[src/logic/tpp_pkg.sv]
// Purpose: Shared constants and types for the transmit subaddress
//          ping-pong handshake (terminal end and host end).
// Assumes: One clock, synchronous active-low reset.
// Notes:   Control word bit positions follow the subaddress control word.
package tpp_pkg;
  // Control word layout
  localparam int CW_W      = 16;
  localparam int BIT_PINGPONG_ENABLE  = 2;
  localparam int BIT_PINGPONG_STOP_REQUEST = 3;
  localparam int ZN_LO     = 4;
  localparam int ZN_W      = 4;
  localparam int BIT_ACK   = 8;
  localparam int BIT_BROADCAST_RECEIVED_FLAG = 9;
  localparam int BIT_DPS   = 10;
  // Reset values
  localparam logic            FLAG_RST = 1'b0;
  localparam logic [ZN_W-1:0] ZN_RST   = 4'h0;
  // Pin synchroniser
  localparam int SYNC_N = 3;
  // Wishbone register map
  localparam int              ADR_W    = 8;
  localparam int              DAT_W    = 32;
  localparam int              SEL_W    = 4;
  localparam logic [ADR_W-1:0] ADR_CTRL = 8'h00;
  localparam logic [ADR_W-1:0] ADR_STAT = 8'h04;
  localparam logic [ADR_W-1:0] ADR_CLR  = 8'h08;
  localparam logic [ADR_W-1:0] ADR_EN   = 8'h0c;
  localparam logic [ADR_W-1:0] ADR_CMD  = 8'h10;
  localparam int              CMD_SWRST = 0;
  // Interrupt events
  localparam int EV_W       = 3;
  localparam int EV_ACKRISE = 0;
  localparam int EV_ACKFALL = 1;
  localparam int EV_BROADCAST_RECEIVED_FLAG   = 2;
  localparam logic [EV_W-1:0] EV_RST = 3'h0;
  // Message sequencing
  typedef enum logic [0:0] {TPP_IDLE, TPP_MSG} tpp_msg_state_t;
endpackage : tpp_pkg
[src/logic/tpp_link_if.sv]
// Purpose: Carrier between host end and terminal end.
// Assumes: Both ends on the same clock.
// Notes:   Host owns the request fields, terminal owns the status fields.
interface tpp_link_if;
  logic                   pingpongEnable;
  logic                   pingpongStopRequest;
  logic [tpp_pkg::ZN_W-1:0] circ2TrailingZeroCount;
  logic                   softwareResetCmd;
  logic                   broadcastReceivedFlag;
  logic                   pingpongAck;
  logic                   dataPointerSelect;

  modport host (
    output pingpongEnable,
    output pingpongStopRequest,
    output circ2TrailingZeroCount,
    output softwareResetCmd,
    input  broadcastReceivedFlag,
    input  pingpongAck,
    input  dataPointerSelect
  );

  modport term (
    input  pingpongEnable,
    input  pingpongStopRequest,
    input  circ2TrailingZeroCount,
    input  softwareResetCmd,
    output broadcastReceivedFlag,
    output pingpongAck,
    output dataPointerSelect
  );
endinterface : tpp_link_if

[src/logic/tpp_device.sv]
// Purpose: Terminal end of the transmit subaddress ping-pong handshake,
//          broadcast-received flag and buffer selection.
// Assumes: Message processing gives start/end strobes on this clock;
//          master reset arrives on a pin and is synchronised here.
//          msgOk and msgBusy are sampled together with msgEnd.
// Notes:   Handshake moves only while no message is in progress, except that clearing enable or either reset drops acknowledge at once.

// Notes on behaviour
// - Broadcast transmit command sets broadcast flag
// - Set broadcast flag means illegal command response
// - Broadcast invalid config: address 31 ignored
// - Master or software reset clears broadcast flag
// - Host never writes the acknowledge bit
// - Acknowledge meaningful only with ping-pong enabled
// - Terminal raises acknowledge when ping-pong active
// - Host raises stop request before reloading buffer
// - Terminal drops acknowledge on stop request
// - Host loads buffer only while acknowledge low
// - Stop request cleared, terminal raises acknowledge
// - Suspended: same buffer, select bit frozen
// - Mode 2 trailing-zero count, host initialised
// - Select bit picks pointer A or B
// - Select bit inverts after error-free message
module tpp_device (
  // Clock and reset
  input  wire logic                  clock,
  input  wire logic                  nrst,
  input  wire logic                  ce,
  // Master reset pin, active low
  input  wire logic                  masterResetPinN,
  // Link to host
  tpp_link_if.term                   link,
  // Message processing strobes
  input  wire logic                  msgStart,
  input  wire logic                  msgEnd,
  input  wire logic                  msgOk,
  input  wire logic                  msgBusy,
  input  wire logic                  bcastTxCmd,
  // Terminal configuration
  input  wire logic                  illegalDetectEn,
  input  wire logic                  broadcastInvalidCfg,
  // Buffer selection and results
  output logic                       useBufferB_ff,
  output logic                       msgActive_ff,
  output logic                       bcastIllegal_ff,
  output logic                       illegalResp_ff,
  output logic [tpp_pkg::ZN_W-1:0]   circ2Count_ff
);
  import tpp_pkg::*;

  // Master reset synchroniser
  logic [SYNC_N-1:0] mrSync_ff;
  logic [SYNC_N-1:0] nxt_mrSync;
  logic              mrLevel_ff;
  logic              nxt_mrLevel;

  // Handshake and flag state
  tpp_msg_state_t    state_ff;
  tpp_msg_state_t    nxt_state;
  logic              ack_ff;
  logic              nxt_ack;
  logic              dps_ff;
  logic              nxt_dps;
  logic              broadcast_received_flag_ff;
  logic              nxt_broadcast_received_flag;

  // User-side outputs
  logic              nxt_useB;
  logic              nxt_msgActive;
  logic              nxt_bcIllegal;
  logic              nxt_illResp;
  logic [ZN_W-1:0]   nxt_circ2;

  // Decoded terms
  logic              clrFlags;
  logic              bcastHit;
  logic              betweenMsgs;

  assign link.pingpongAck           = ack_ff;
  assign link.dataPointerSelect     = dps_ff;
  assign link.broadcastReceivedFlag = broadcast_received_flag_ff;

  // Master reset pin: three stages, a change counts once 2 and 3 agree
  // Stage 1 may go metastable, so only stage 2 ever samples it
  always_comb begin
    nxt_mrSync = {mrSync_ff[SYNC_N-2:0], masterResetPinN};
    if (mrSync_ff[SYNC_N-2] == mrSync_ff[SYNC_N-1]) begin
      nxt_mrLevel = mrSync_ff[SYNC_N-1];
    end else begin
      nxt_mrLevel = mrLevel_ff;
    end
  end

  always_ff @(posedge clock) begin
    if (!nrst) begin
      mrSync_ff  <= '1;
      mrLevel_ff <= 1'b1;
    end else if (ce) begin
      mrSync_ff  <= nxt_mrSync;
      mrLevel_ff <= nxt_mrLevel;
    end
  end

  // Message sequencing, handshake and buffer select
  always_comb begin
    // Pin reset is a level: flags stay clear while it is held low
    clrFlags    = ~mrLevel_ff | link.softwareResetCmd;
    bcastHit    = bcastTxCmd & ~broadcastInvalidCfg;
    betweenMsgs = (state_ff == TPP_IDLE) & ~msgStart;

    nxt_state     = state_ff;
    nxt_ack       = ack_ff;
    nxt_dps       = dps_ff;

    case (state_ff)
      TPP_IDLE: begin
        if (msgStart) begin
          nxt_state = TPP_MSG;
        end
      end
      TPP_MSG: begin
        if (msgEnd) begin
          nxt_state = TPP_IDLE;
          // Frozen while suspended or when the message failed
          if (link.pingpongEnable && ack_ff && msgOk && !msgBusy) begin
            nxt_dps = ~dps_ff;
          end
        end
      end
      default: begin
        nxt_state = TPP_IDLE;
      end
    endcase

    // Acknowledge follows the stop request only between messages
    if (!link.pingpongEnable) begin
      nxt_ack = 1'b0;
    end else if (betweenMsgs) begin
      nxt_ack = ~link.pingpongStopRequest;
    end

    // Either reset returns the handshake to its idle, unacknowledged state
    if (clrFlags) begin
      nxt_dps   = FLAG_RST;
      nxt_ack   = FLAG_RST;
      nxt_state = TPP_IDLE;
    end
  end

  always_ff @(posedge clock) begin
    if (!nrst) begin
      state_ff <= TPP_IDLE;
      ack_ff   <= FLAG_RST;
      dps_ff   <= FLAG_RST;
    end else if (ce) begin
      state_ff <= nxt_state;
      ack_ff   <= nxt_ack;
      dps_ff   <= nxt_dps;
    end
  end

  // Broadcast flag: reset beats a command arriving in the same cycle
  always_comb begin
    nxt_broadcast_received_flag = broadcast_received_flag_ff;
    if (clrFlags) begin
      nxt_broadcast_received_flag = FLAG_RST;
    end else if (bcastHit) begin
      nxt_broadcast_received_flag = 1'b1;
    end
  end

  always_ff @(posedge clock) begin
    if (!nrst) begin
      broadcast_received_flag_ff <= FLAG_RST;
    end else if (ce) begin
      broadcast_received_flag_ff <= nxt_broadcast_received_flag;
    end
  end

  // User-side outputs: buffer of the message, activity, illegal results
  always_comb begin
    nxt_useB = useBufferB_ff;
    if ((state_ff == TPP_IDLE) && msgStart) begin
      nxt_useB = dps_ff;
    end
    nxt_msgActive = (nxt_state == TPP_MSG);
    nxt_bcIllegal = bcastHit;
    nxt_illResp   = bcastHit & illegalDetectEn;
    nxt_circ2     = link.circ2TrailingZeroCount;
  end

  always_ff @(posedge clock) begin
    if (!nrst) begin
      useBufferB_ff   <= FLAG_RST;
      msgActive_ff    <= FLAG_RST;
      bcastIllegal_ff <= FLAG_RST;
      illegalResp_ff  <= FLAG_RST;
      circ2Count_ff   <= ZN_RST;
    end else if (ce) begin
      useBufferB_ff   <= nxt_useB;
      msgActive_ff    <= nxt_msgActive;
      bcastIllegal_ff <= nxt_bcIllegal;
      illegalResp_ff  <= nxt_illResp;
      circ2Count_ff   <= nxt_circ2;
    end
  end
endmodule : tpp_device

[src/flat_wrapper.sv]
// flat-port wrapper written by rule: the top's interface ports become plain ports
module tpp_device_flat import tpp_pkg::*;
  (clock, nrst, ce, masterResetPinN, msgStart, msgEnd, msgOk, msgBusy, bcastTxCmd, illegalDetectEn, broadcastInvalidCfg, useBufferB_ff, msgActive_ff, bcastIllegal_ff, illegalResp_ff, circ2Count_ff, link_pingpongEnable, link_pingpongStopRequest, link_circ2TrailingZeroCount, link_softwareResetCmd, link_broadcastReceivedFlag, link_pingpongAck, link_dataPointerSelect);
  tpp_link_if link_i ();
  input  wire logic clock;
  input  wire logic nrst;
  input  wire logic ce;
  input  wire logic masterResetPinN;
  input  wire logic msgStart;
  input  wire logic msgEnd;
  input  wire logic msgOk;
  input  wire logic msgBusy;
  input  wire logic bcastTxCmd;
  input  wire logic illegalDetectEn;
  input  wire logic broadcastInvalidCfg;
  output logic useBufferB_ff;
  output logic msgActive_ff;
  output logic bcastIllegal_ff;
  output logic illegalResp_ff;
  output logic [tpp_pkg::ZN_W-1:0] circ2Count_ff;
  input wire logic [$bits(link_i.pingpongEnable)-1:0] link_pingpongEnable;
  input wire logic [$bits(link_i.pingpongStopRequest)-1:0] link_pingpongStopRequest;
  input wire logic [$bits(link_i.circ2TrailingZeroCount)-1:0] link_circ2TrailingZeroCount;
  input wire logic [$bits(link_i.softwareResetCmd)-1:0] link_softwareResetCmd;
  output wire logic [$bits(link_i.broadcastReceivedFlag)-1:0] link_broadcastReceivedFlag;
  output wire logic [$bits(link_i.pingpongAck)-1:0] link_pingpongAck;
  output wire logic [$bits(link_i.dataPointerSelect)-1:0] link_dataPointerSelect;
  assign link_i.pingpongEnable = link_pingpongEnable;
  assign link_i.pingpongStopRequest = link_pingpongStopRequest;
  assign link_i.circ2TrailingZeroCount = link_circ2TrailingZeroCount;
  assign link_i.softwareResetCmd = link_softwareResetCmd;
  assign link_broadcastReceivedFlag = link_i.broadcastReceivedFlag;
  assign link_pingpongAck = link_i.pingpongAck;
  assign link_dataPointerSelect = link_i.dataPointerSelect;
  tpp_device u_core (.clock(clock), .nrst(nrst), .ce(ce), .masterResetPinN(masterResetPinN), .link(link_i), .msgStart(msgStart), .msgEnd(msgEnd), .msgOk(msgOk), .msgBusy(msgBusy), .bcastTxCmd(bcastTxCmd), .illegalDetectEn(illegalDetectEn), .broadcastInvalidCfg(broadcastInvalidCfg), .useBufferB_ff(useBufferB_ff), .msgActive_ff(msgActive_ff), .bcastIllegal_ff(bcastIllegal_ff), .illegalResp_ff(illegalResp_ff), .circ2Count_ff(circ2Count_ff));
endmodule
[config.mk]
export PLATFORM = sky130hd
export DESIGN_NAME = tpp_device_flat
export DESIGN_NICKNAME = d
export VERILOG_FILES = /design/src/logic/tpp_pkg.sv /design/src/logic/tpp_link_if.sv /design/src/logic/tpp_device.sv /design/src/flat_wrapper.sv
export SDC_FILE = /design/constraint.sdc
export NUM_CORES = 1
export LEC_CHECK = 0
export ABC_AREA = 1
export BUFFER_PORTS_ARGS = -buffer_cell sky130_fd_sc_hd__buf_2
export CAP_MARGIN = 0
export CELL_PAD_IN_SITES_DETAIL_PLACEMENT = 1
export CELL_PAD_IN_SITES_GLOBAL_PLACEMENT = 2
export CORE_MARGIN = 8
export CORE_UTILIZATION = 23
export DETAILED_ROUTE_END_ITERATION = 10
export PLACE_DENSITY = 0.82
export SYNTH_ARGS = -nofsm -noshare
export SYNTH_HDL_FRONTEND = slang
export SYNTH_SLANG_ARGS = --single-unit
[constraint.sdc]
create_clock -name clock -period 1.2 [get_ports clock]
set_input_delay 0.3 -clock clock [delete_from_list [all_inputs] [get_ports clock]]
set_output_delay 0.3 -clock clock [all_outputs]
set_load 0.01 [all_outputs]
==> impl_metrics.csv, run 1 <==
group,metric,value,unit
global_route,grt_overflow_total,0,
finish,layout_commonest_cell,"buf_2",
yosys,synthDistinctLibCells,17,
floorplanning,die_x,69.2,um
route,first_pass_iters,4,
clocking,post_cts_buffers,0,
clocking,numCtsBuffers,3,
floorplanning,core_area,0.00273,mm2
route,wl_per_cell,12.2,um
clocking,cts_resized,1,
route,ant_nets,0,
finish,drive_gt1_frac,0.328,
global_route,grt_max_degree,15,
route,dr_total_vias,663,
pwr,total_power,971,uW
sta,post-route-period-util,0.951,
worst_setup_path,critPathRequiredTime,0.90,ns
pwr,irDropWorstVdd,0.579,mV
hold_path,hp-class,"in2reg",
sta,period_minus_slack,1.14,ns
clocking,cts-htree-levels,1,
worst_setup_path,crit_path_start_kind,"flop",
sta,tns,0,ns
placement,gp_congestion,0.642,
yosys,synth_area,651,um2
clocking,cts-root-buf,"clkbuf_4",
yosys,seq_area_frac_synth,0.462,
sta,maxSlewHeadroom,0.833,
clocking,insertion_delay,0.28,ns
clocking,cts_hold_buf,0,
worst_setup_path,path_cells,"buf_2",
route,wl,1830,um
worst_setup_path,critPathSlowestCell,"dfxtp_2",
route,drc,0,
sta,rsz0062_at_grt,"no",
route,wl_met1,861,um
yosys,yosys_register_bits,15,
finish,syn_to_final_growth,27.7,%
worst_setup_path,cp-end-kind,"primary output",
clocking,path_clk_slew,0.09,ns
sta,slew_violations,0,
floorplanning,start_util,0.238,
yosys,synth_cells,90,
placement,io_buffers,28,
floorplanning,die_area,0.00479,mm2
finish,final_cell_mix,"28 x buf_2, 22 x nand2_1, 14 x nor2_1",
route,drtIter0Drc,15,
job,drv_cap,0,
floorplanning,die_h,69.2,um
worst_setup_path,crit_path_max_incr_delay,0.40,ns
floorplanning,row_count,19,
pwr,cellLeakagePower,0.420,nW
finish,diodes,0,
worst_setup_path,cp_max_fo,7,
route,viasPerCell,4.42,
clocking,clockBufferDepth,2,
route,met2_length,853,um
route,wl_met3,94,um
global_route,antenna_found_initial,0,
sta,setup_viol,0,
sta,skew,0.00495,ns
sta,max_freq,877,MHz
finish,nNetsFinal,138,
floorplanning,ioPinCount,29,
worst_setup_path,cp.arrival,0.84,ns
yosys,synth.avg_cell_area,7.23,um2
sta,tightest_slew,0.250,ns
yosys,ys_warn_count,0,
placement,post-dp-hpwl,1500,um
status,status,"complete, no violations",
pwr,power_density,1170,mW/mm2
worst_setup_path,critPathKind,"reg2out",
worst_setup_path,path_buf_inv,1,
yosys,syn-num-nets,108,
route,topRoutingLayerUsed,"met4",
clocking,cts_sinks,15,
worst_setup_path,crit_family,"flip-flops",
clocking,cts_tree,"built",
global_route,grt_pass1_vias,739,
sta,hold_viol,0,
global_route,globalRouteTotalUtil,0.0768,
global_route,grt_pass1_wl,3170,um
==> final timing paths <==
kind                                     startpoint                           endpoint  slack, ns  depth (start not counted)
hold / removal                      masterResetPinN                u_core.mrSync_ff[0]       0.24                          3
setup / recovery                u_core.msgActive_ff                       msgActive_ff       0.06                          1
hold reg to reg   u_core.link.broadcastReceivedFlag  u_core.link.broadcastReceivedFlag       0.45                          2
setup reg to reg                u_core.msgActive_ff            u_core.link.pingpongAck       0.30                          5
==> where the power goes <==
part	internal [mW]	switching (mW)
clock	0.129	0.159
combinational	0.0602	0.0814
sequential	0.525	0.0176
==> cells in the mapped netlist, drive strengths merged <==
master,n,share of area
nand2,24,0.15
nor2,16,0.11
dfxtp,15,0.46
inv,9,0.052
nand3,7,0.054
o21ai,6,0.046
a21oi,5,0.038
buf,4,0.054
o211ai,2,0.023
nand4,1,0.0096
nor3,1,0.0077
==> layer usage <==
metal | GRT usage | up-vias
met3 | 0.0215 | 2
met2 | 0.132 | 19
li1 | - | 344
met1 | 0.0852 | 298
met5 | 0 | -
met4 | 0.0342 | 0
==> registers in the layout, summed over array words and instances, names as in the netlist <==
signal and flops:
u_core.circ2Count_ff 4, u_core.mrSync_ff 3, u_core.bcastIllegal_ff 1, u_core.illegalResp_ff 1, u_core.link.broadcastReceivedFlag 1, u_core.link.dataPointerSelect 1
u_core.link.pingpongAck 1, u_core.mrLevel_ff 1, u_core.msgActive_ff 1, u_core.useBufferB_ff 1
==> through the flow <==
step / utilization / area, um2 / hold WS, ns / std cells / setup WS [ns]
floorplan: - / 651 / 0.423 / 90 / 0.315
global placement: 0.293 / 802 / 0.433 / 146 / 0.163
detailed placement: 0.293 / 802 / 0.434 / 146 / 0.103
CTS: 0.303 / 830 / 0.228 / 150 / 0.0419
global route: 0.304 / 831 / 0.234 / 150 / 0.0153
finish: 0.304 / 831 / 0.236 / 150 / 0.0594
==> cell families (layout without fill, tap and decap cells) <==
logic type      Yosys count  in the layout  synth area share
compound gates           13             13             0.108
buf+inv                  13             42             0.106
flops                    15             15             0.462
simple gates             49             49             0.325
==> cell type report <==
type | instances | area [um2]
tap | 31 | 38.8
fill | 333 | 1900
inverter | 9 | 33.8
clock buffer | 4 | 26.3
multi-input combinational | 62 | 282
timing repair buffer | 29 | 148
sequential | 15 | 303
No activity file was read; power rests on OpenSTA's default activity.
==> run 2, diff against run 1 <==
CELL_PAD_IN_SITES_DETAIL_PLACEMENT = 0   (was 1)
==> run 2 against run 1 <==
Clock skew is 0.0028 ns lower. Register-to-register slack barely moved. Cell count unchanged. Die area stayed put. Critical path type unchanged. Non-clock buffer count unchanged. Routed wire length fell by 4.9%. Clock power about the same. Utilization barely moved. Clock-buffer cell count is the same. Cell area decreased by 0.15%. Largest cell class unchanged. Largest power group unchanged.
==> impl_metrics.csv, run 2 (synthesized netlist as in run 1, its figures left out) <==
group,metric,value,unit
route,drtIter0Drc,14,
pwr,power_frac_seq,0.558,
worst_setup_path,rr_worst_depth,5,
pwr,switching_power,257,uW
pwr,total_power,971,uW
placement,gp_congestion,0.642,
status,status,"complete, no violations",
pwr,cellLeakagePower,0.420,nW
finish,syn_to_final_growth,27.5,%
finish,fin_area,830,um2
worst_setup_path,crit_path_max_incr_delay,0.41,ns
clocking,cts-htree-levels,1,
route,viasPerCell,4.34,
worst_setup_path,critPathRequiredTime,0.90,ns
finish,top_register,"u_core.circ2Count_ff",
pwr,irDropWorstVdd,0.577,mV
finish,layout_commonest_cell,"buf_2",
clocking,clockBufferDepth,2,
finish,largest_reg_flops,4,
finish,reg_top3,"u_core.circ2Count_ff x4, u_core.mrSync_ff x3",
worst_setup_path,cp-end-kind,"primary output",
worst_setup_path,cp_max_fo,7,
sta,slew_violations,0,
clocking,cts-root-buf,"clkbuf_4",
clocking,insertion_delay,0.28,ns
route,wl,1740,um
worst_setup_path,path_cells,"buf_2",
placement,place_ws,0.139,ns
hold_path,hold-path-endpoint,"u_core.mrSync_ff[0]",
finish,ff_latch_area,302,um2
finish,drive_gt1_frac,0.319,
worst_setup_path,critPathKind,"reg2out",
route,drc,0,
global_route,antenna_found_initial,0,
floorplanning,start_util,0.238,
floorplanning,die_x,69.2,um
finish,nNetsFinal,138,
global_route,grt_pass1_vias,673,
floorplanning,ioPinCount,29,
finish,multi_input_area,282,um2
pwr,p_sw_frac,0.265,
worst_setup_path,r2r_slack,0.29,ns
route,wl_per_cell,11.6,um
clocking,cts_resized,1,
floorplanning,core_area,0.00273,mm2
pwr,power_frac_comb,0.145,
route,dr_total_vias,651,
sta,layout_setup_ws,0.0641,ns
clocking,numCtsBuffers,3,
finish,fin_util,0.303,
sta,post-route-period-util,0.947,
hold_path,hp-class,"in2reg",
worst_setup_path,reg2reg_from,"u_core.msgActive_ff",
pwr,power_density,1170,mW/mm2
sta,max_freq,880,MHz
sta,setup_viol,0,
clocking,cts_hold_buf,0,
clocking,post_cts_buffers,0,
global_route,grt_max_degree,15,
worst_setup_path,critPathSlowestCell,"dfxtp_2",
pwr,power.share.clock,0.297,
finish,final_cell_mix,"28 x buf_2, 22 x nand2_1, 14 x nor2_1, 14 x dfxtp_1, 8 x inv_1",
clocking,path_clk_slew,0.09,ns
finish,diodes,0,
clocking,cts_tree,"built",
placement,placed_cell_area,802,um2
floorplanning,die_h,69.2,um
placement,post-dp-hpwl,1360,um
route,ant_nets,0,
route,first_pass_iters,4,
pwr,p_int,714,uW
global_route,grt_pass1_wl,3020,um
sta,maxSlewHeadroom,0.834,
sta,tightest_slew,0.248,ns
hold_path,holdPathStages,3,
sta,hold_viol,0,
worst_setup_path,path_buf_inv,1,
floorplanning,row_count,19,
worst_setup_path,cp.arrival,0.84,ns
sta,skew,0.00218,ns
clocking,cts_sinks,15,
global_route,globalRouteTotalUtil,0.0739,
global_route,grt_overflow_total,0,
sta,period_minus_slack,1.14,ns
floorplanning,die_area,0.00479,mm2
hold_path,hold_start,"masterResetPinN",
worst_setup_path,crit_path_start_kind,"flop",
worst_setup_path,worstReg2RegEnd,"u_core.link.pingpongAck",
finish,fill_cells,297,
placement,io_buffers,28,
job,drv_cap,0,
sta,rsz0062_at_grt,"no",
worst_setup_path,crit_family,"flip-flops",
sta,tns,0,ns
## run 2: worst max-delay path by stage
stage                              startpoint                  end  slack (ns)  cells past startpoint
final                     u_core.msgActive_ff         msgActive_ff        0.06                      1
after global routing      u_core.msgActive_ff         msgActive_ff       0.002                      1
after CTS                 u_core.msgActive_ff         msgActive_ff        0.04                      1
after detailed placement                   ce    u_core.mrLevel_ff        0.14                      4
after global placement                     ce    u_core.mrLevel_ff        0.16                      4
after floorplan                            ce  u_core.msgActive_ff        0.32                      4
## run 2: per-stage QoR
step                      hold slack [ns]  instances
after global placement              0.433        146
final                               0.226        150
after global routing                0.226        150
after floorplan                     0.423         90
after CTS                           0.221        150
after detailed placement            0.439        146
## run 2: power by group through the flow
stage               clock [mW]  sequential [mW]  combinational, mW
floorplan                    0            0.559             0.0766
global placement             0            0.553              0.142
detailed placement           0            0.553              0.143
CTS                      0.308            0.543              0.143
global route             0.334            0.547              0.161
finish                   0.288            0.542              0.141
## run 2: cell type report
| cell class | count | share of cell area |
|---|---|---|
| flip-flops and latches | 15 | 0.363 |
| multi-input cells | 62 | 0.339 |
| repair buffers | 29 | 0.178 |
| well taps | 31 | 0.0468 |
| inverters | 9 | 0.0407 |
| clock buffers | 4 | 0.0317 |
## run 2: metal layers
layer | share of wire | vias to the layer above | global-route usage
met2 | 0.45 | 26 | 0.108
met1 | 0.46 | 283 | 0.0875
li1 | - | 340 | -
met3 | 0.079 | 2 | 0.0372
met5 | 0 | - | 0
met4 | 0.0092 | 0 | 0.0342
==> run 3, diff against run 2 <==
BUFFER_PORTS_ARGS = not set   (was -buffer_cell sky130_fd_sc_hd__buf_2)
CORE_UTILIZATION = 29   (was 23)
DONT_BUFFER_PORTS = 1   (was not set)
PLACE_DENSITY = 0.78   (was 0.82)
SKIP_CTS_REPAIR_TIMING = 1   (was not set)
==> run 3 against run 2 <==
Global-route usage grew 0.35 points. Non-clock buffer count is 29 lower. Register-to-register slack worse by 0.07 ns. Sequential share of layout area rose by 7.8 points. Total power is 6.2% lower. Fmax up 4.8%. Via count shrank 19%. Die area decreased by 16%. Setup slack improved by 0.052 ns. First-iteration DRC count decreased by 21%. Largest cell class unchanged. Largest power group unchanged.
==> impl_metrics.csv, run 3 (synthesized netlist as in run 1, its figures left out) <==
group,metric,value,unit
status,status,"complete, no violations",
clocking,numCtsBuffers,3,
worst_setup_path,cp-end-kind,"primary output",
job,drv_cap,0,
finish,diodes,0,
finish,reg_top3,"u_core.circ2Count_ff x4, u_core.mrSync_ff x3",
floorplanning,start_util,0.300,
route,dr_total_vias,530,
clocking,cts-root-buf,"clkbuf_4",
sta,tns,0,ns
sta,max_freq,923,MHz
finish,nNetsFinal,109,
finish,syn_to_final_growth,4.62,%
pwr,total_power,911,uW
pwr,power.share.clock,0.319,
floorplanning,core_area,0.00217,mm2
floorplanning,die_x,63.4,um
clocking,path_clk_slew,0.10,ns
sta,tightest_slew,0.313,ns
finish,top_register,"u_core.circ2Count_ff",
pwr,power_frac_seq,0.608,
route,wl,1500,um
pwr,switching_power,232,uW
worst_setup_path,critPathRequiredTime,0.90,ns
clocking,cts_sinks,15,
sta,post-route-period-util,0.903,
pwr,power_frac_comb,0.073,
route,wl_per_cell,12.7,um
sta,hold_viol,0,
global_route,grt_overflow_total,0,
clocking,cts_tree,"built",
sta,period_minus_slack,1.08,ns
finish,multi_input_area,282,um2
finish,final_cell_mix,"22 x nand2_1, 15 x dfxtp_1, 14 x nor2_1",
finish,fill_cells,253,
placement,post-dp-hpwl,1170,um
placement,gp_congestion,0.752,
global_route,antenna_found_initial,0,
floorplanning,ioPinCount,29,
sta,skew,0.0104,ns
placement,io_buffers,0,
worst_setup_path,critPathKind,"reg2out",
finish,layout_commonest_cell,"nand2_1",
route,drc,0,
clocking,cts-htree-levels,1,
finish,fin_util,0.314,
worst_setup_path,cp.arrival,0.78,ns
floorplanning,die_area,0.00402,mm2
sta,setup_viol,0,
route,viasPerCell,4.49,
worst_setup_path,crit_path_start_kind,"flop",
global_route,grt_max_degree,17,
global_route,grt_pass1_vias,510,
pwr,irDropWorstVdd,0.517,mV
global_route,globalRouteTotalUtil,0.0773,
worst_setup_path,cp_max_fo,7,
route,first_pass_iters,4,
finish,largest_reg_flops,4,
clocking,clockBufferDepth,2,
floorplanning,die_h,63.4,um
pwr,p_sw_frac,0.255,
pwr,p_int,679,uW
pwr,cellLeakagePower,0.290,nW
floorplanning,row_count,17,
hold_path,hp-class,"in2reg",
sta,slew_violations,0,
sta,rsz0062_at_grt,"no",
pwr,power_density,1340,mW/mm2
sta,maxSlewHeadroom,0.791,
finish,ff_latch_area,300,um2
clocking,insertion_delay,0.28,ns
global_route,grt_pass1_wl,2550,um
finish,drive_gt1_frac,0.100,
route,ant_nets,0,
sta,worst_hold_slack,0.0946,ns
route,drtIter0Drc,11,
## run 3: cell count changes in the layout (fill, tap and decap cells not counted)
cell	delta
buf_2	-28
clkinvlp_4	+1
dfxtp_1	+1
clkbuf_1	-1
dfxtp_2	-1
buf_4	-1
## run 3: metal layers
metal	global-route usage	vias up	wire, um	part of all wire
li1	-	283	-	-
met1	0.0907	228	671	0.45
met2	0.117	17	660	0.44
met3	0.0371	2	159	0.11
met4	0.0334	0	10	0.0067
met5	0	-	0	0
## run 3: path summary, 6_finish.rpt
| check | from | end | slack [ns] | depth (start not counted) |
|---|---|---|---|---|
| setup / recovery | u_core.msgActive_ff | msgActive_ff | 0.12 | 0 |
| hold / removal | nrst | u_core.mrSync_ff[0] | 0.09 | 1 |
| setup reg to reg | u_core.msgActive_ff | u_core.link.dataPointerSelect | 0.22 | 6 |
| hold reg to reg | u_core.mrSync_ff[1] | u_core.mrSync_ff[1] | 0.47 | 2 |
## run 3: cell type report
type,count,area share
clock inverter,1,0.0110
clock buffer,3,0.0331
inverter,9,0.0496
sequential,15,0.441
tap,28,0.0515
multi-input combinational,62,0.414
## run 3: power by group through the flow
stage | sequential, mW | combinational (mW) | clock, mW
4_1_cts | 0.555 | 0.0681 | 0.312
3_5_place_dp | 0.566 | 0.0680 | 0
2_1_floorplan | 0.559 | 0.0766 | 0
6_report | 0.554 | 0.0664 | 0.291
5_1_grt | 0.559 | 0.0798 | 0.329
3_3_place_gp | 0.566 | 0.0673 | 0
## run 3: through the flow
stage / area (um2) / instances / setup WS (ns)
after floorplan: 651 / 90 / 0.315
after global placement: 651 / 114 / 0.258
after detailed placement: 651 / 114 / 0.220
after CTS: 681 / 118 / 0.0936
after global routing: 681 / 118 / 0.0593
final: 681 / 118 / 0.116
